--- src/inc/ddsc_pkg.sv ---
// Constants for the memory-side command, address and control decoder.
// Assumes all pins are sampled by the local 20 MHz clock.
package ddsc_pkg;
  // ****************************************
  // Widths and counts
  // ****************************************
  localparam int ADDR_W      = 16;
  localparam int BA_W        = 3;
  localparam int NUM_BANKS   = 8;
  localparam int NUM_MR      = 4;
  localparam int COL_W       = 10;
  localparam int SYNC_STAGES = 2;
  // ****************************************
  // Address field positions
  // ****************************************
  localparam int A_AUTOPRE   = 10;
  localparam int A_BCHOP     = 12;
  localparam int MR0_BL_LSB  = 0;
  localparam int MR1_RTT_B0  = 2;
  localparam int MR1_RTT_B1  = 6;
  localparam int MR1_RTT_B2  = 9;
  // ****************************************
  // Burst length field and crossing counts
  // ****************************************
  localparam logic [1:0] BL_FIXED8 = 2'h0;
  localparam logic [1:0] BL_OTF    = 2'h1;
  localparam logic [1:0] BL_FIXED4 = 2'h2;
  localparam logic [2:0] BEATS_BL8 = 3'h4;
  localparam logic [2:0] BEATS_BC4 = 3'h2;
  // ****************************************
  // Reset values
  // ****************************************
  localparam logic [ADDR_W-1:0]    MR_RST   = 16'h0000;
  localparam logic [NUM_BANKS-1:0] OPEN_RST = 8'h00;
  // ****************************************
  // Command codes {ras_n, cas_n, we_n} with cs_n low
  // ****************************************
  typedef enum logic [2:0] {
    CMD_MRS = 3'h0,
    CMD_REF = 3'h1,
    CMD_PRE = 3'h2,
    CMD_ACT = 3'h3,
    CMD_WR  = 3'h4,
    CMD_RD  = 3'h5,
    CMD_ZQ  = 3'h6,
    CMD_NOP = 3'h7
  } ddsc_cmd_t;
  typedef enum logic [1:0] {
    PW_ACT = 2'h0,
    PW_PD  = 2'h1,
    PW_SR  = 2'h2
  } ddsc_pwr_t;
endpackage

--- src/hw/ddsc_sync.sv ---
// Two-flop synchroniser for a bundle of pins.
// Assumes each bit is a slow level relative to clk.
`timescale 1ns/1ps
`default_nettype none
module ddsc_sync
  import ddsc_pkg::*;
#(
  parameter int W = 1
) (
  // Clock and reset
  input  wire logic         clk,
  input  wire logic         resetn,
  // Data
  input  wire logic [W-1:0] d,
  output var  logic [W-1:0] q
);
  logic [W-1:0] meta_q;
  logic [W-1:0] meta_d;
  logic [W-1:0] q_d;

  always_comb begin
    meta_d = d;
    q_d    = meta_q;
  end

  always_ff @(posedge clk) begin
    if (!resetn) begin
      meta_q <= '0;
      q      <= '0;
    end else begin
      meta_q <= meta_d;
      q      <= q_d;
    end
  end
endmodule
`default_nettype wire

--- src/hw/ddsc_top.sv ---
// Memory-side decoder of DDR3 command, address and control pins.
// Assumes the controller drives all pins; the bench ck period is 450 ns.
// Function
// RULE1: ACTIVATE takes row from address; READ/WRITE take column and A10 auto-precharge.
// RULE2: PRECHARGE with A10 low closes bank BA; A10 high closes all banks.
// RULE3: LOAD MODE takes the opcode from the address inputs.
// RULE4: With on-the-fly chop enabled, A12 high gives BL8, low gives BC4.
// RULE5: Controller names the bank on BA; command touches that bank only.
// RULE6: LOAD MODE uses BA to pick mode register zero to three.
// RULE7: Inputs sampled where ck rises and ck_n falls.
// RULE8: Output data strobe aligned to the clock crossings.
// RULE9: Clock enable low enters power-down or self refresh, high enables.
// RULE10: Clock enable is synchronous except for self-refresh exit.
// RULE11: Power-down keeps only clocks, cke, reset, odt; self refresh only cke.
// RULE12: Commands accepted only with chip select registered low.
// RULE13: Controller treats chip select as part of the command code.
// RULE14: Write beats with mask sampled high are not stored.
// RULE15: Termination control high switches termination on, low off.
// RULE16: Termination only on data pins; ignored when disabled by mode register.
// RULE17: Controller drives a single sixteen-bit device.
// RULE18: Controller runs the interface at 400 MHz.
// RULE19: Controller encodes commands by cs_n, ras_n, cas_n, we_n levels.
`timescale 1ns/1ps
`default_nettype none
module ddsc_top
  import ddsc_pkg::*;
(
  // Clock and reset
  input  wire logic                 clk,
  input  wire logic                 resetn,
  // Memory pins from the controller
  input  wire logic                 ck,
  input  wire logic                 ck_n,
  input  wire logic                 cke,
  input  wire logic                 cs_n,
  input  wire logic                 ras_n,
  input  wire logic                 cas_n,
  input  wire logic                 we_n,
  input  wire logic                 odt,
  input  wire logic                 dm,
  input  wire logic [BA_W-1:0]      ba,
  input  wire logic [ADDR_W-1:0]    addr,
  // Decoded command
  output var  logic                 cmd_valid,
  output var  logic [2:0]           cmd_code,
  output var  logic [BA_W-1:0]      cmd_bank,
  output var  logic [ADDR_W-1:0]    cmd_row,
  output var  logic [COL_W-1:0]     cmd_col,
  output var  logic                 cmd_auto_pre,
  output var  logic                 cmd_bl8,
  output var  logic                 pre_all,
  output var  logic [NUM_BANKS-1:0] open_banks,
  // Mode register load
  output var  logic                 mr_wr,
  output var  logic [1:0]           mr_idx,
  output var  logic [ADDR_W-1:0]    mr_op,
  // Power, termination, strobe, write beats
  output var  logic [1:0]           pwr_state,
  output var  logic                 cke_int,
  output var  logic                 odt_on,
  output var  logic                 dqs,
  output var  logic                 dqs_n,
  output var  logic                 dqs_oe,
  output var  logic                 wr_store,
  output var  logic                 wr_masked
);
  // ****************************************
  // Pin synchronisers
  // ****************************************
  localparam int PIN_W = 9 + BA_W + ADDR_W;
  logic [PIN_W-1:0]  pins_s;
  logic              ck_s, ckn_s, cke_s, cs_s, ras_s, cas_s, we_s, odt_s, dm_s;
  logic [BA_W-1:0]   ba_s;
  logic [ADDR_W-1:0] addr_s;

  ddsc_sync #(.W(PIN_W)) u_sync (
    .clk    (clk),
    .resetn (resetn),
    .d      ({ck, ck_n, cke, cs_n, ras_n, cas_n, we_n, odt, dm, ba, addr}),
    .q      (pins_s)
  );
  assign {ck_s, ckn_s, cke_s, cs_s, ras_s, cas_s, we_s, odt_s, dm_s, ba_s, addr_s} = pins_s;

  // ****************************************
  // Crossing detection
  // ****************************************
  logic ck_prev_q;
  logic rise;
  logic fall;
  assign rise = ck_s & ~ck_prev_q & ~ckn_s; // RULE7
  assign fall = ~ck_s & ck_prev_q & ckn_s;

  // ****************************************
  // State
  // ****************************************
  logic [ADDR_W-1:0]    mr_q [NUM_MR];
  logic [ADDR_W-1:0]    mr_d [NUM_MR];
  logic [NUM_BANKS-1:0] open_q, open_d;
  ddsc_pwr_t            pw_q, pw_d;
  logic [2:0]           beats_q, beats_d;
  logic                 rd_q, rd_d;
  logic                 cke_q, cke_d;
  logic                 odt_q, odt_d;
  logic                 dqs_q, dqs_d;
  logic                 v_d, ap_d, bl8_d, pa_d, mrw_d, ws_d, wm_d;
  logic [2:0]           code_d;
  logic [BA_W-1:0]      bank_d;
  logic [ADDR_W-1:0]    row_d;
  logic [COL_W-1:0]     col_d;
  logic                 rtt_en;
  logic                 chop;
  ddsc_cmd_t            code;

  assign code   = ddsc_cmd_t'({ras_s, cas_s, we_s}); // RULE19
  assign rtt_en = mr_q[1][MR1_RTT_B0] | mr_q[1][MR1_RTT_B1] | mr_q[1][MR1_RTT_B2];
  always_comb begin
    unique case (mr_q[0][MR0_BL_LSB +: 2])
      BL_OTF:    chop = ~addr_s[A_BCHOP]; // RULE4
      BL_FIXED4: chop = 1'b1;
      default:   chop = 1'b0;
    endcase
  end

  // ****************************************
  // Next-state logic
  // ****************************************
  always_comb begin
    mr_d    = mr_q;
    open_d  = open_q;
    pw_d    = pw_q;
    beats_d = beats_q;
    rd_d    = rd_q;
    cke_d   = cke_q;
    odt_d   = odt_q;
    dqs_d   = dqs_q;
    v_d     = 1'b0;
    mrw_d   = 1'b0;
    ws_d    = 1'b0;
    wm_d    = 1'b0;
    code_d  = cmd_code;
    bank_d  = cmd_bank;
    row_d   = cmd_row;
    col_d   = cmd_col;
    ap_d    = cmd_auto_pre;
    bl8_d   = cmd_bl8;
    pa_d    = pre_all;
    if (pw_q == PW_SR && cke_s) begin
      pw_d  = PW_ACT; // RULE10
      cke_d = 1'b1;
    end
    if (fall && dqs_q) begin
      dqs_d = 1'b0; // RULE8
    end
    if (rise) begin
      if (beats_q != 3'h0) begin
        beats_d = beats_q - 3'h1;
        if (rd_q) begin
          dqs_d = 1'b1; // RULE8
        end else begin
          ws_d = ~dm_s; // RULE14
          wm_d = dm_s; // RULE14
        end
      end
      if (pw_q != PW_SR) begin
        odt_d = odt_s & rtt_en; // RULE11 RULE15 RULE16
      end
      unique case (pw_q)
        PW_ACT: begin
          cke_d = cke_s; // RULE9
          if (!cke_s) begin
            if (!cs_s && code == CMD_REF && open_q == OPEN_RST) begin
              pw_d  = PW_SR; // RULE9 RULE10
              odt_d = 1'b0;
            end else begin
              pw_d = PW_PD; // RULE9
            end
          end else if (!cs_s) begin // RULE12
            v_d    = (code != CMD_NOP);
            code_d = code;
            bank_d = ba_s;
            unique case (code)
              CMD_MRS: begin
                mr_d[ba_s[1:0]] = addr_s; // RULE3 RULE6
                mrw_d = 1'b1;
                if (ba_s[1:0] == 2'h1) begin
                  odt_d = odt_s & (addr_s[MR1_RTT_B0] | addr_s[MR1_RTT_B1] | addr_s[MR1_RTT_B2]); // RULE16
                end
              end
              CMD_PRE: begin
                pa_d = addr_s[A_AUTOPRE]; // RULE2
                if (addr_s[A_AUTOPRE]) begin
                  open_d = OPEN_RST; // RULE2
                end else begin
                  open_d[ba_s] = 1'b0; // RULE2 RULE5
                end
              end
              CMD_ACT: begin
                row_d        = addr_s; // RULE1
                open_d[ba_s] = 1'b1; // RULE5
              end
              CMD_RD, CMD_WR: begin
                col_d   = addr_s[COL_W-1:0]; // RULE1
                ap_d    = addr_s[A_AUTOPRE]; // RULE1
                bl8_d   = ~chop; // RULE4
                beats_d = chop ? BEATS_BC4 : BEATS_BL8;
                rd_d    = (code == CMD_RD);
                if (addr_s[A_AUTOPRE]) begin
                  open_d[ba_s] = 1'b0;
                end
              end
              default: begin
              end
            endcase
          end
        end
        PW_PD: begin
          cke_d = cke_s;
          if (cke_s) begin
            pw_d = PW_ACT; // RULE10
          end
        end
        PW_SR: begin
        end
        default: pw_d = PW_ACT;
      endcase
    end
  end

  // ****************************************
  // Registers
  // ****************************************
  always_ff @(posedge clk) begin
    if (!resetn) begin
      for (int i = 0; i < NUM_MR; i++) begin
        mr_q[i] <= MR_RST;
      end
      open_q       <= OPEN_RST;
      pw_q         <= PW_ACT;
      beats_q      <= 3'h0;
      rd_q         <= 1'b0;
      cke_q        <= 1'b0;
      odt_q        <= 1'b0;
      dqs_q        <= 1'b0;
      ck_prev_q    <= 1'b0;
      cmd_valid    <= 1'b0;
      cmd_code     <= 3'h7;
      cmd_bank     <= '0;
      cmd_row      <= '0;
      cmd_col      <= '0;
      cmd_auto_pre <= 1'b0;
      cmd_bl8      <= 1'b1;
      pre_all      <= 1'b0;
      mr_wr        <= 1'b0;
      wr_store     <= 1'b0;
      wr_masked    <= 1'b0;
    end else begin
      mr_q         <= mr_d;
      open_q       <= open_d;
      pw_q         <= pw_d;
      beats_q      <= beats_d;
      rd_q         <= rd_d;
      cke_q        <= cke_d;
      odt_q        <= odt_d;
      dqs_q        <= dqs_d;
      ck_prev_q    <= ck_s;
      cmd_valid    <= v_d;
      cmd_code     <= code_d;
      cmd_bank     <= bank_d;
      cmd_row      <= row_d;
      cmd_col      <= col_d;
      cmd_auto_pre <= ap_d;
      cmd_bl8      <= bl8_d;
      pre_all      <= pa_d;
      mr_wr        <= mrw_d;
      wr_store     <= ws_d;
      wr_masked    <= wm_d;
    end
  end

  assign open_banks = open_q;
  assign mr_idx     = cmd_bank[1:0];
  assign mr_op      = mr_q[cmd_bank[1:0]];
  assign pwr_state  = pw_q;
  assign cke_int    = cke_q;
  assign odt_on     = odt_q;
  assign dqs        = dqs_q;
  assign dqs_n      = ~dqs_q;
  assign dqs_oe     = rd_q & ((beats_q != 3'h0) | dqs_q); // RULE8
endmodule
`default_nettype wire

--- config.mk ---
export PLATFORM = sky130hd
export DESIGN_NAME = ddsc_top
export DESIGN_NICKNAME = d
export VERILOG_FILES = /design/src/inc/ddsc_pkg.sv /design/src/hw/ddsc_sync.sv /design/src/hw/ddsc_top.sv
export SDC_FILE = /design/constraint.sdc
export NUM_CORES = 1
export LEC_CHECK = 0
export BUFFER_PORTS_ARGS = -buffer_cell sky130_fd_sc_hd__buf_2
export CAP_MARGIN = 20
export CORE_MARGIN = 2
export CORE_UTILIZATION = 40
export CTS_CLUSTER_SIZE = 30
export DETAILED_ROUTE_END_ITERATION = 12
export SYNTH_ARGS = -nofsm -noshare
export SYNTH_HDL_FRONTEND = slang
export SYNTH_SLANG_ARGS = --single-unit
export TNS_END_PERCENT = 30
--- constraint.sdc ---
create_clock -name clk -period 5.7 [get_ports clk]
set_input_delay 0.855 -clock clk [delete_from_list [all_inputs] [get_ports clk]]
set_output_delay 0.855 -clock clk [all_outputs]
set_load 0.01 [all_outputs]
Word-level counts from Yosys, hierarchy flattened
Index checks and enable logic that the tools add are counted.
W data, S select, Z words.
Word-level totals
  bits in registers: 177
  input port bits: 30
  word-level logic and storage cells: 135
Operators by class
  equality and inequality tests: 13
  order comparisons: 5
  muxes and demuxes: 39
  bitwise logic cells: 30
  reduce and logical (&&, ||, !) cells: 22
  add/sub/neg operators: 1
Operator list (number)
  $bwmux W64: 1
  $mux W16: 3
  $bmux W16 S2: 1
  $demux W16 S2: 1
  $pmux W8 S3: 1
  $reduce_and A5 Y1: 4
  $mux W3: 6
  $mux W1: 16
  $mux W8: 2
  $not A1 Y1: 13
  $mux W2: 5
  $and A8 B8 Y8: 1
  $logic_not A8 Y1: 1
  $not A8 Y8: 1
  $or A8 B8 Y8: 1
  $and A1 B1 Y1: 7
  $eq A2 B1 Y1 const B: 3
  $eq A3 B2 Y1 const B: 2
  $eq A3 B3 Y1 const B: 2
  $ge A3 B3 Y1 const B: 2
  $logic_and A1 B1 Y1: 6
  $not A2 Y3: 2
  $pmux W2 S3: 1
  $reduce_and A6 Y1: 1
  20 further kinds: 27

Logic depth before layout (Yosys ltp)
Gate-level depths: netlist of the first run.
  word-level depth: 9
  depth in mapped cells: 7
  mapped depth without buffers: 6

Modules after synthesis
A second synthesis of the first run with hierarchy kept.
Unflattened totals
  cell total of the unflattened synthesis: 629
  area, all modules: 6912.9 um^2
By module, submodules not included
  ddsc_top: times used 1, area each 5380.2 um^2, cells each 511
  ddsc_sync: times used 1, area each 1532.7 um^2, cells each 118

Worst setup path after synthesis of the first run
Ideal clock, no wire load.
  kind: register to output
  start: register cmd_bank[0]
  end: output mr_op[10]
  slack: 3.119 ns
  cell stages (with the launch flop): 4
  path buffers: 2
  arrival: 1.726 ns
  cells stage by stage: dfxtp_1 -> clkbuf_1 -> buf_2 -> mux4_2
On the way
  cells in the longest elaborated chain, start to end: 4
RTL lines
  start, declared: RTL line ddsc_top.sv:46  | output var logic [BA_W-1:0] cmd_bank,
  start signal, assigned: RTL line ddsc_top.sv:268  | cmd_bank <= bank_d;
  $not A2 Y3 (implied by the code): RTL line ddsc_top.sv:282  | assign mr_op = mr_q[cmd_bank[1:0]];
  $bmux W16 S2: RTL line ddsc_top.sv:282
  $mux W16 (implied by the code) (2 in series): RTL line ddsc_top.sv:282
  end, declared: RTL line ddsc_top.sv:56  | output var logic [ADDR_W-1:0] mr_op,
Every way passes these cells. The select of a mux whose other input is x is not followed.

Worst setup path in the final report of the first run
  start: register cmd_bank[0]
  end: output mr_op[2]
The elaborated chain is that of the path after synthesis.

==> flow_metrics.env, run 1 <==
export IMPL_hpwlAfterDp_um=10300
export IMPL_drv_cap=0
export IMPL_overflow=0
export IMPL_regArea_um2=3540
export IMPL_die_h_um=135
export IMPL_finalNonFillerCells=939
export IMPL_cts_root_buf="clkbuf_16"
export IMPL_syn_instance_count=631
export IMPL_fin_skew_ns=0.00696
export IMPL_routedWlPerCell_um=16.5
export IMPL_drc=0
export IMPL_vias=4639
export IMPL_ys_ff_latch=177
export IMPL_synthFlopType="dfxtp_1"
export IMPL_diodes=0
export IMPL_grt_pass1_wl_um=25200
export IMPL_postLayoutSetupSlackWorst_ns=2.64
export IMPL_finalHoldViolCount=0
export IMPL_critPathArrivalTime_ns=2.20
export IMPL_worst_pin_slew_ns=1.07
export IMPL_placedCellCount=912
export IMPL_pin_count=102
export IMPL_via_per_inst=4.94
export IMPL_mappedNetlistArea_um2=6820
export IMPL_critPathMaxStageDelay_ns=0.68
export IMPL_finalWirelength_um=15500
export IMPL_core_area_um2=16600
export IMPL_hold_buffers=0
export IMPL_postCtsSetupBuffers=0
export IMPL_synth_top_area_share_pct=52.0
export IMPL_holdWs_ns=0.421
export IMPL_multiInputGateArea_um2=3050
export IMPL_hold_path_class="reg2reg"
export IMPL_cts_tree="yes"
export IMPL_first_pass_iters=4
export IMPL_synth_edf_count=0
export IMPL_port_buffers=101
export IMPL_cp_slowest_cell="dfxtp_1"
export IMPL_synthToLayoutAreaGrowth_pct=17.0
export IMPL_ir_worst_vdd_mv=0.191
export IMPL_drtIter0Drc=203
export IMPL_htree_num_levels=4
export IMPL_clkLatencyLatePin_ns=0.42
export IMPL_cts_buffers_inserted=17
export IMPL_grt_antenna_before_repair=0
export IMPL_ant_nets=0
export IMPL_path_clk_slew_ns=0.06
export IMPL_rsz0062_at_grt="false"
export IMPL_synth_seq_area_share_pct=52.0
export IMPL_ys_types=49
export IMPL_period_minus_slack_ns=3.06
export IMPL_p_leak_nw=3.57
export IMPL_worstPathRequired_ns=4.85
export IMPL_cellPowerDensity_nw_per_um2=305
export IMPL_setup_viol=0
export IMPL_place_ws_ns=2.96
export IMPL_status="finished clean"
export IMPL_fin_crit_sh_pct=53.7
export IMPL_final_nets=746
export IMPL_syn_avg_cell_area_um2=10.8
export IMPL_gp_congestion=0.851
export IMPL_start_kind="register"
export IMPL_fmax_mhz=327
export IMPL_yosys_area_top_type="dfxtp_1"
export IMPL_fillCellCount=1527
export IMPL_drv_slew=0
export IMPL_die_area_um2=18100
export IMPL_path_cells="buf_4 -> mux4_2 -> buf_2"
export IMPL_synth_nets=666
export IMPL_synth_warnings=0
export IMPL_num_rows=47
export IMPL_grt_usage_pct=17.9
export IMPL_relSlewSlack_pct=28.8
export IMPL_grt_max_degree=89
export IMPL_cts_resized_gates=0
export IMPL_cts_buffer_depth=2
export IMPL_drive_above_1_share_pct=22.3
export IMPL_die_w_um=135
export IMPL_initial_core_util_pct=41.0
export IMPL_critPathKind="reg2out"
export IMPL_setup_tns_ns=0
export IMPL_critPathCaptureType="output port"
export IMPL_critPathMaxFanout=11
export IMPL_synthTopCellsByArea="dfxtp_1 (52%), mux2i_1 (9.7%), nor2b_1 (6.6%)"
export IMPL_grt_pass1_vias=4673
export IMPL_cts_sinks=177
export IMPL_async_flop_share_pct=0
export IMPL_reg2reg_slack_ns=2.96
==> cell usage in the layout, fill, tap and decap left out, types with 2 or more instances in the layout <==
cell type,instances
dfxtp_1,177
buf_2,100
nor2b_1,72
mux2i_1,66
and2_1,61
nand2_1,55
a21boi_0,23
clkbuf_16,17
mux4_2,16
a22o_1,12
a21oi_1,12
inv_1,12
nand3_1,9
o221a_2,7
nor2_1,6
and3_1,6
ha_1,5
nand4_2,4
nor3_1,4
clkbuf_8,4
a31oi_1,3
nand4_1,3
o211ai_1,3
nand2b_1,3
a211oi_1,3
buf_4,3
o21ai_0,2
or3_1,2
o22ai_1,2
nor4_1,2
clkinv_2,2
==> routing by layer <==
| metal | routed length (um) | part of all wire [%] | up-vias | global-route usage (%) |
|---|---|---|---|---|
| met3 | 721 | 4.7 | 7 | 4.73 |
| met1 | 7430 | 48 | 2199 | 23.9 |
| met2 | 7250 | 47 | 117 | 28.6 |
| li1 | - | - | 2316 | - |
| met4 | 102 | 0.66 | 0 | 4.97 |
| met5 | 0 | 0 | - | 0 |
==> flip-flops by register name, summed over array words and instances (netlist names), 2 cells and up <==
signal	flops
mr_q	64
u_sync.meta_q	28
u_sync.q	28
cmd_row	16
cmd_col	10
open_banks	8
beats_q	3
cmd_bank	3
cmd_code	3
pwr_state	2
==> through the flow <==
stage / instance area, um2 / total power, mW / utilization, %
5_1_grt: 7970 / 2.52 / 47.9
3_3_place_gp: 7430 / 1.37 / 44.7
3_5_place_dp: 7430 / 1.37 / 44.7
6_report: 7970 / 2.44 / 47.9
4_1_cts: 7970 / 2.46 / 47.9
2_1_floorplan: 6820 / 1.35 / -
==> cells by family (layout without fill, tap and decap cells) <==
kind of cell	after synthesis	after routing	share of synthesized area, %
and+or+nand+nor	239	239	20.5
DFF	177	177	52.0
muxes	82	82	15.0
AOI/OAI and AO/OA	73	73	8.13
buffers and inverters	54	142	3.34
adders and majority gates	5	5	0.918
xor gates and xnor gates	1	1	0.128
==> worst max-delay path, delay by kind of cell, from the launching register on <==
kind     cells  cell delay, ns
mux          1            0.58
flops        1            0.68
buf+inv      2            0.53
==> final timing paths <==
| path | startpoint | to | depth (start not counted) |
|---|---|---|---|
| worst max-delay path | cmd_bank[0] | mr_op[2] | 3 |
| worst max register to register | pwr_state[1] | mr_q[51] | 4 |
| worst min register to register | u_sync.q[19] | wr_store | 1 |
| worst min-delay path | u_sync.q[19] | wr_store | 1 |
==> synthesized netlist by cell type, types with 2 or more instances <==
library cell and count:
dfxtp_1 177, nor2b_1 72, mux2i_1 66, and2_1 61, nand2_1 55, clkbuf_1 28, a21boi_0 23, mux4_2 16
a21oi_1 12, a22o_1 12, inv_1 12, buf_2 10, nand3_1 9, o221a_2 7, and3_1 6, nor2_1 6
ha_1 5, nand4_2 4, nor3_1 4, a211oi_1 3, a31oi_1 3, buf_4 3, nand2b_1 3, nand4_1 3
o211ai_1 3, nor4_1 2, o21ai_0 2, o22ai_1 2, or3_1 2
==> where the power goes <==
group	internal (mW)	switching, mW	total [mW]	leakage, nW
registers	1.26	0.0191	1.28	1.44
logic	0.0341	0.0366	0.0707	1.87
clock network	0.636	0.453	1.09	0.266
==> cell type report <==
cell class / count / share of cell area [%]
clock buffer: 22 / 6.07
timing repair buffer: 103 / 6.56
multi-input combinational: 400 / 38.2
clock inverter: 5 / 0.706
tap: 220 / 3.45
inverter: 12 / 0.565
sequential: 177 / 44.4
(Power assumes the default switching activity.)
==> run 2: changes to the inputs <==
clock period = 2.5 ns   (was 5.7 ns; I/O delays follow)
==> run 2 against run 1 <==
Against the previous run:
- clock power is 140% higher
- critical path type unchanged
- combinational power up 130%
- clock skew grew 0.00085 ns
- hold slack lost 0.27 ns
- register-to-register slack lost 2.6 ns
- count of clock-buffer cells in the layout fell by 3
- sequential cell count is the same
==> flow_metrics.env, run 2 (synthesis results as in run 1) <==
export IMPL_status="finished clean"
export IMPL_grt_usage_pct=18.0
export IMPL_largest_register="mr_q"
export IMPL_gp_congestion=0.826
export IMPL_drv_cap=0
export IMPL_grt_max_degree=66
export IMPL_cts_buffers_inserted=17
export IMPL_die_h_um=135
export IMPL_via_per_inst=5.01
export IMPL_worstSetupStartpoint="cmd_bank[0]"
export IMPL_fmax_mhz=434
export IMPL_pin_count=102
export IMPL_critPathMaxFanout=8
export IMPL_setup_viol=0
export IMPL_hold_path_class="in2reg"
export IMPL_total_power_mw=5.69
export IMPL_critPathArrivalTime_ns=1.93
export IMPL_multiInputGateArea_um2=3050
export IMPL_initial_core_util_pct=41.0
export IMPL_final_common_cell="dfxtp_1"
export IMPL_reg2reg_slack_ns=0.34
export IMPL_finalHoldViolCount=0
export IMPL_top_regs="mr_q: 64 flops, u_sync.meta_q: 28 flops, u_sync.q: 28 flops"
export IMPL_relSlewSlack_pct=63.2
export IMPL_vias=4785
export IMPL_final_nets=758
export IMPL_critPathKind="reg2out"
export IMPL_layout_common_cells="dfxtp_1 (177), buf_2 (100), nor2b_1 (72)"
export IMPL_drv_slew=0
export IMPL_cts_tree="yes"
export IMPL_finalWirelength_um=15600
export IMPL_cts_root_buf="clkbuf_16"
export IMPL_htree_num_levels=4
export IMPL_clkLatencyLatePin_ns=0.43
export IMPL_fillCellCount=1547
export IMPL_largest_reg_flops=64
export IMPL_diodes=0
export IMPL_min_from="ck"
export IMPL_period_minus_slack_ns=2.31
export IMPL_num_rows=47
export IMPL_ant_nets=0
export IMPL_grt_pass1_vias=4721
export IMPL_placedCellCount=924
export IMPL_drc=0
export IMPL_grt_antenna_before_repair=0
export IMPL_p_leak_nw=3.66
export IMPL_rsz0062_at_grt="false"
export IMPL_die_area_um2=18100
export IMPL_utilization_pct=48.8
export IMPL_postCtsSetupBuffers=0
export IMPL_cts_resized_gates=0
export IMPL_core_area_um2=16600
export IMPL_holdWs_ns=0.151
export IMPL_fin_skew_ns=0.00781
export IMPL_hold_buffers=0
export IMPL_cts_sinks=177
export IMPL_cellPowerDensity_nw_per_um2=701
export IMPL_fin_crit_sh_pct=92.3
export IMPL_critPathCaptureType="output port"
export IMPL_path_clk_slew_ns=0.06
export IMPL_die_w_um=135
export IMPL_drtIter0Drc=260
export IMPL_port_buffers=101
export IMPL_grt_pass1_wl_um=25100
export IMPL_cts_buffer_depth=2
export IMPL_overflow=0
export IMPL_finalNonFillerCells=956
export IMPL_r2r_start="pwr_state[1]"
export IMPL_synthToLayoutAreaGrowth_pct=19.2
export IMPL_drive_above_1_share_pct=24.2
export IMPL_setup_tns_ns=0
export IMPL_first_pass_iters=4
export IMPL_regArea_um2=3540
export IMPL_worstPathRequired_ns=2.12
export IMPL_ir_worst_vdd_mv=0.523
export IMPL_start_kind="register"
export IMPL_routedWlPerCell_um=16.3
export IMPL_worst_pin_slew_ns=0.549
export IMPL_hpwlAfterDp_um=10700
run 2: changes by cell type in the layout (fill, tap and decap cells not counted):
cell / before / now
inv_6: 1 / 2
clkbuf_8: 4 / 2
clkinv_4: 0 / 2
clkinvlp_4: 1 / 2
bufinv_16: 1 / 2
clkbuf_1: 1 / 0
clkinv_2: 2 / 5
buf_12: 0 / 1
buf_4: 3 / 14
run 2: worst max-delay path, cell delays in order (launching register included):
cell and delay, ns:
dfxtp_1 0.51, buf_4 0.29, mux4_2 0.54, buf_2 0.16
run 2: area by class of cell:
class	count	share of cell area (%)
multi-input cells	400	37.5
clock inverters	13	1.66
inverters	12	0.554
repair buffers	115	7.70
well taps	220	3.39
flip-flops and latches	177	43.6
clock buffers	19	5.58
run 2: stage by stage:
step / cell area (um2) / setup WS (ns)
after CTS: 8120 / 0.132
after global placement: 7540 / 0.519
after detailed placement: 7540 / 0.424
after global routing: 8120 / 0.0683
final: 8120 / 0.194
after floorplan: 6820 / 0.399
run 2: per-layer routing:
| layer | global-route usage [%] | vias to the layer above | routed length [um] |
|---|---|---|---|
| met5 | 0 | - | 0 |
| met4 | 6.61 | 0 | 257 |
| met3 | 3.94 | 19 | 709 |
| met2 | 29.8 | 115 | 7400 |
| met1 | 23.1 | 2307 | 7190 |
| li1 | - | 2344 | - |
run 2: report_power, final:
group / switching [mW] / internal [mW] / leakage [nW]
combinational: 0.0836 / 0.0828 / 1.93
sequential: 0.0413 / 2.86 / 1.44
clock: 1.10 / 1.52 / 0.289
run 2: path summary, 6_finish.rpt:
check / end / cells after the start
setup / recovery: mr_op[6] / 3
hold / removal: u_sync.meta_q[27] / 2
setup reg to reg: cmd_col[1] / 4
hold reg to reg: wr_store / 1
==> run 3: changes to the inputs <==
==> constraint.sdc (replaced) <==
create_clock -name clk -period 2.5 [get_ports clk]
set_input_delay 0.125 -clock clk [delete_from_list [all_inputs] [get_ports clk]]
set_output_delay 0.125 -clock clk [all_outputs]
set_load 0.01 [all_outputs]
==> run 3 against run 2 <==
Against the previous run:
- wire length increased by 0.71%
- sequential cell count unchanged
- combinational power increased by 20%
- non-clock buffer count increased by 26
- count of clock-buffer cells in the layout decreased by 2
- worst setup slack improved by 0.30 ns
- critical endpoint is now cmd_col[2]
- hold slack got worse by 0.093 ns
- design area increased by 3.8%
- sequential share of layout area decreased by 1.6 points
- via count increased by 0.88%
- critical path type is now reg2reg
==> flow_metrics.env, run 3 (synthesis results as in run 1) <==
export IMPL_cts_resized_gates=0
export IMPL_first_pass_iters=4
export IMPL_postLayoutSetupSlackWorst_ns=0.497
export IMPL_vias=4827
export IMPL_critPathArrivalTime_ns=2.38
export IMPL_core_area_um2=16600
export IMPL_cts_tree="yes"
export IMPL_critPathMaxFanout=17
export IMPL_setup_viol=0
export IMPL_design_area_um2=8430
export IMPL_fin_skew_ns=0.00863
export IMPL_layout_common_cells="dfxtp_1 (177), buf_2 (100), nor2b_1 (72)"
export IMPL_critPathCaptureType="register"
export IMPL_cts_root_buf="clkbuf_16"
export IMPL_finalNonFillerCells=982
export IMPL_cp_top_family="simple AND/OR/NAND/NOR gates"
export IMPL_critPathMaxStageDelay_ns=0.52
export IMPL_power_frac_seq_pct=49.1
export IMPL_grt_usage_pct=18.2
export IMPL_ant_nets=0
export IMPL_diodes=0
export IMPL_period_minus_slack_ns=2.00
export IMPL_grt_pass1_wl_um=25600
export IMPL_grt_pass1_vias=4960
export IMPL_gp_congestion=0.799
export IMPL_routedWlPerCell_um=16.0
export IMPL_synthToLayoutAreaGrowth_pct=23.7
export IMPL_port_buffers=101
export IMPL_cts_sinks=177
export IMPL_worst_pin_slew_ns=0.517
export IMPL_status="finished clean"
export IMPL_start_kind="register"
export IMPL_min_from="resetn"
export IMPL_setup_tns_ns=0
export IMPL_final_nets=784
export IMPL_drtIter0Drc=302
export IMPL_worstSetupStartpoint="u_sync.q[25]"
export IMPL_pin_count=102
export IMPL_intPower_mw=4.66
export IMPL_die_w_um=135
export IMPL_critPathKind="reg2reg"
export IMPL_grt_antenna_before_repair=0
export IMPL_cts_buffer_depth=2
export IMPL_regArea_um2=3540
export IMPL_fin_crit_sh_pct=80.1
export IMPL_ir_worst_vdd_mv=0.505
export IMPL_cts_buffers_inserted=17
export IMPL_drc=0
export IMPL_place_ws_ns=0.548
export IMPL_place_area_um2=7520
export IMPL_p_leak_nw=3.78
export IMPL_cellPowerDensity_nw_per_um2=703
export IMPL_relSlewSlack_pct=65.3
export IMPL_die_h_um=135
export IMPL_pwr_share_clk_pct=47.6
export IMPL_fillCellCount=1502
export IMPL_finalHoldViolCount=0
export IMPL_via_per_inst=4.92
export IMPL_cp_slowest_cell="and3_1"
export IMPL_hold_path_class="in2reg"
export IMPL_largest_reg_flops=64
export IMPL_holdWs_ns=0.0580
export IMPL_power_switching_mw=1.26
export IMPL_initial_core_util_pct=41.0
export IMPL_placedCellCount=922
export IMPL_top_regs="mr_q: 64 flops, u_sync.meta_q: 28 flops, u_sync.q: 28 flops"
export IMPL_path_clk_slew_ns=0.07
export IMPL_multiInputGateArea_um2=3050
export IMPL_largest_register="mr_q"
export IMPL_fmax_mhz=499
export IMPL_die_area_um2=18100
export IMPL_drive_above_1_share_pct=23.1
export IMPL_critPathBufInv=1
export IMPL_rsz0062_at_grt="false"
export IMPL_hpwlAfterDp_um=10400
export IMPL_worstPathRequired_ns=2.88
export IMPL_r2r_start="u_sync.q[25]"
export IMPL_finalWirelength_um=15700
export IMPL_drv_cap=0
export IMPL_drv_slew=0
export IMPL_final_common_cell="dfxtp_1"
export IMPL_overflow=0
export IMPL_p_sw_share_pct=21.3
export IMPL_grt_max_degree=73
export IMPL_combinationalPowerShare_pct=3.4
export IMPL_num_rows=47
export IMPL_htree_num_levels=4
export IMPL_path_cells="nor4b_4 -> buf_4 -> and2_1 -> and3_1 -> a22o_1"
export IMPL_clkLatencyLatePin_ns=0.43
==> run 3: per-layer routing <==
layer,track usage (%),vias up,routed length [um],part of all wire (%)
met2,29.6,118,7370,47
met3,3.72,21,658,4.2
li1,-,2396,-,-
met5,0,-,0,0
met1,23.9,2292,7360,47
met4,6.73,0,272,1.7
==> run 3: per-stage QoR <==
| stage | total power, mW | util, % |
|---|---|---|
| floorplan | 3.07 | - |
| global placement | 3.13 | 45.2 |
| detailed placement | 3.13 | 45.2 |
| CTS | 5.99 | 50.7 |
| global route | 6.12 | 50.7 |
| finish | 5.92 | 50.7 |
==> run 3: area by class of cell <==
| type | instances | area share [%] |
|---|---|---|
| multi-input combinational | 400 | 36.1 |
| clock inverter | 15 | 2.42 |
| sequential | 177 | 42.0 |
| timing repair buffer | 141 | 10.6 |
| clock buffer | 17 | 5.05 |
| tap | 220 | 3.27 |
| inverter | 12 | 0.534 |
==> run 3: final timing paths <==
path              slack [ns]           to  cells after the start
hold reg to reg         0.42     wr_store                      1
hold / removal          0.06  cmd_code[0]                      2
setup / recovery        0.50   cmd_col[2]                      5
setup reg to reg        0.50   cmd_col[2]                      5
==> run 3: worst register-to-register path: stages, from the launching register on <==
cell and delay, ns:
dfxtp_1 0.45, nor4b_4 0.23, buf_4 0.25, and2_1 0.30
and3_1 0.52, a22o_1 0.21
==> run 3: power by group through the flow <==
stage                     clock network (mW)  logic [mW]  registers (mW)
after floorplan                            0       0.121            2.95
after global placement                     0       0.164            2.97
after detailed placement                   0       0.167            2.97
after CTS                               2.89       0.200            2.90
after global routing                    2.99       0.221            2.91
final                                   2.82       0.199            2.91
==> run 3: timing repair <==
| action | 4_1_cts | 5_1_grt |
|---|---|---|
| setup endpoints to repair | 0 | 0 |
| hold buffers | 28 | 0 |
| hold endpoints to repair | 28 | 0 |
| setup buffers | 0 | 0 |
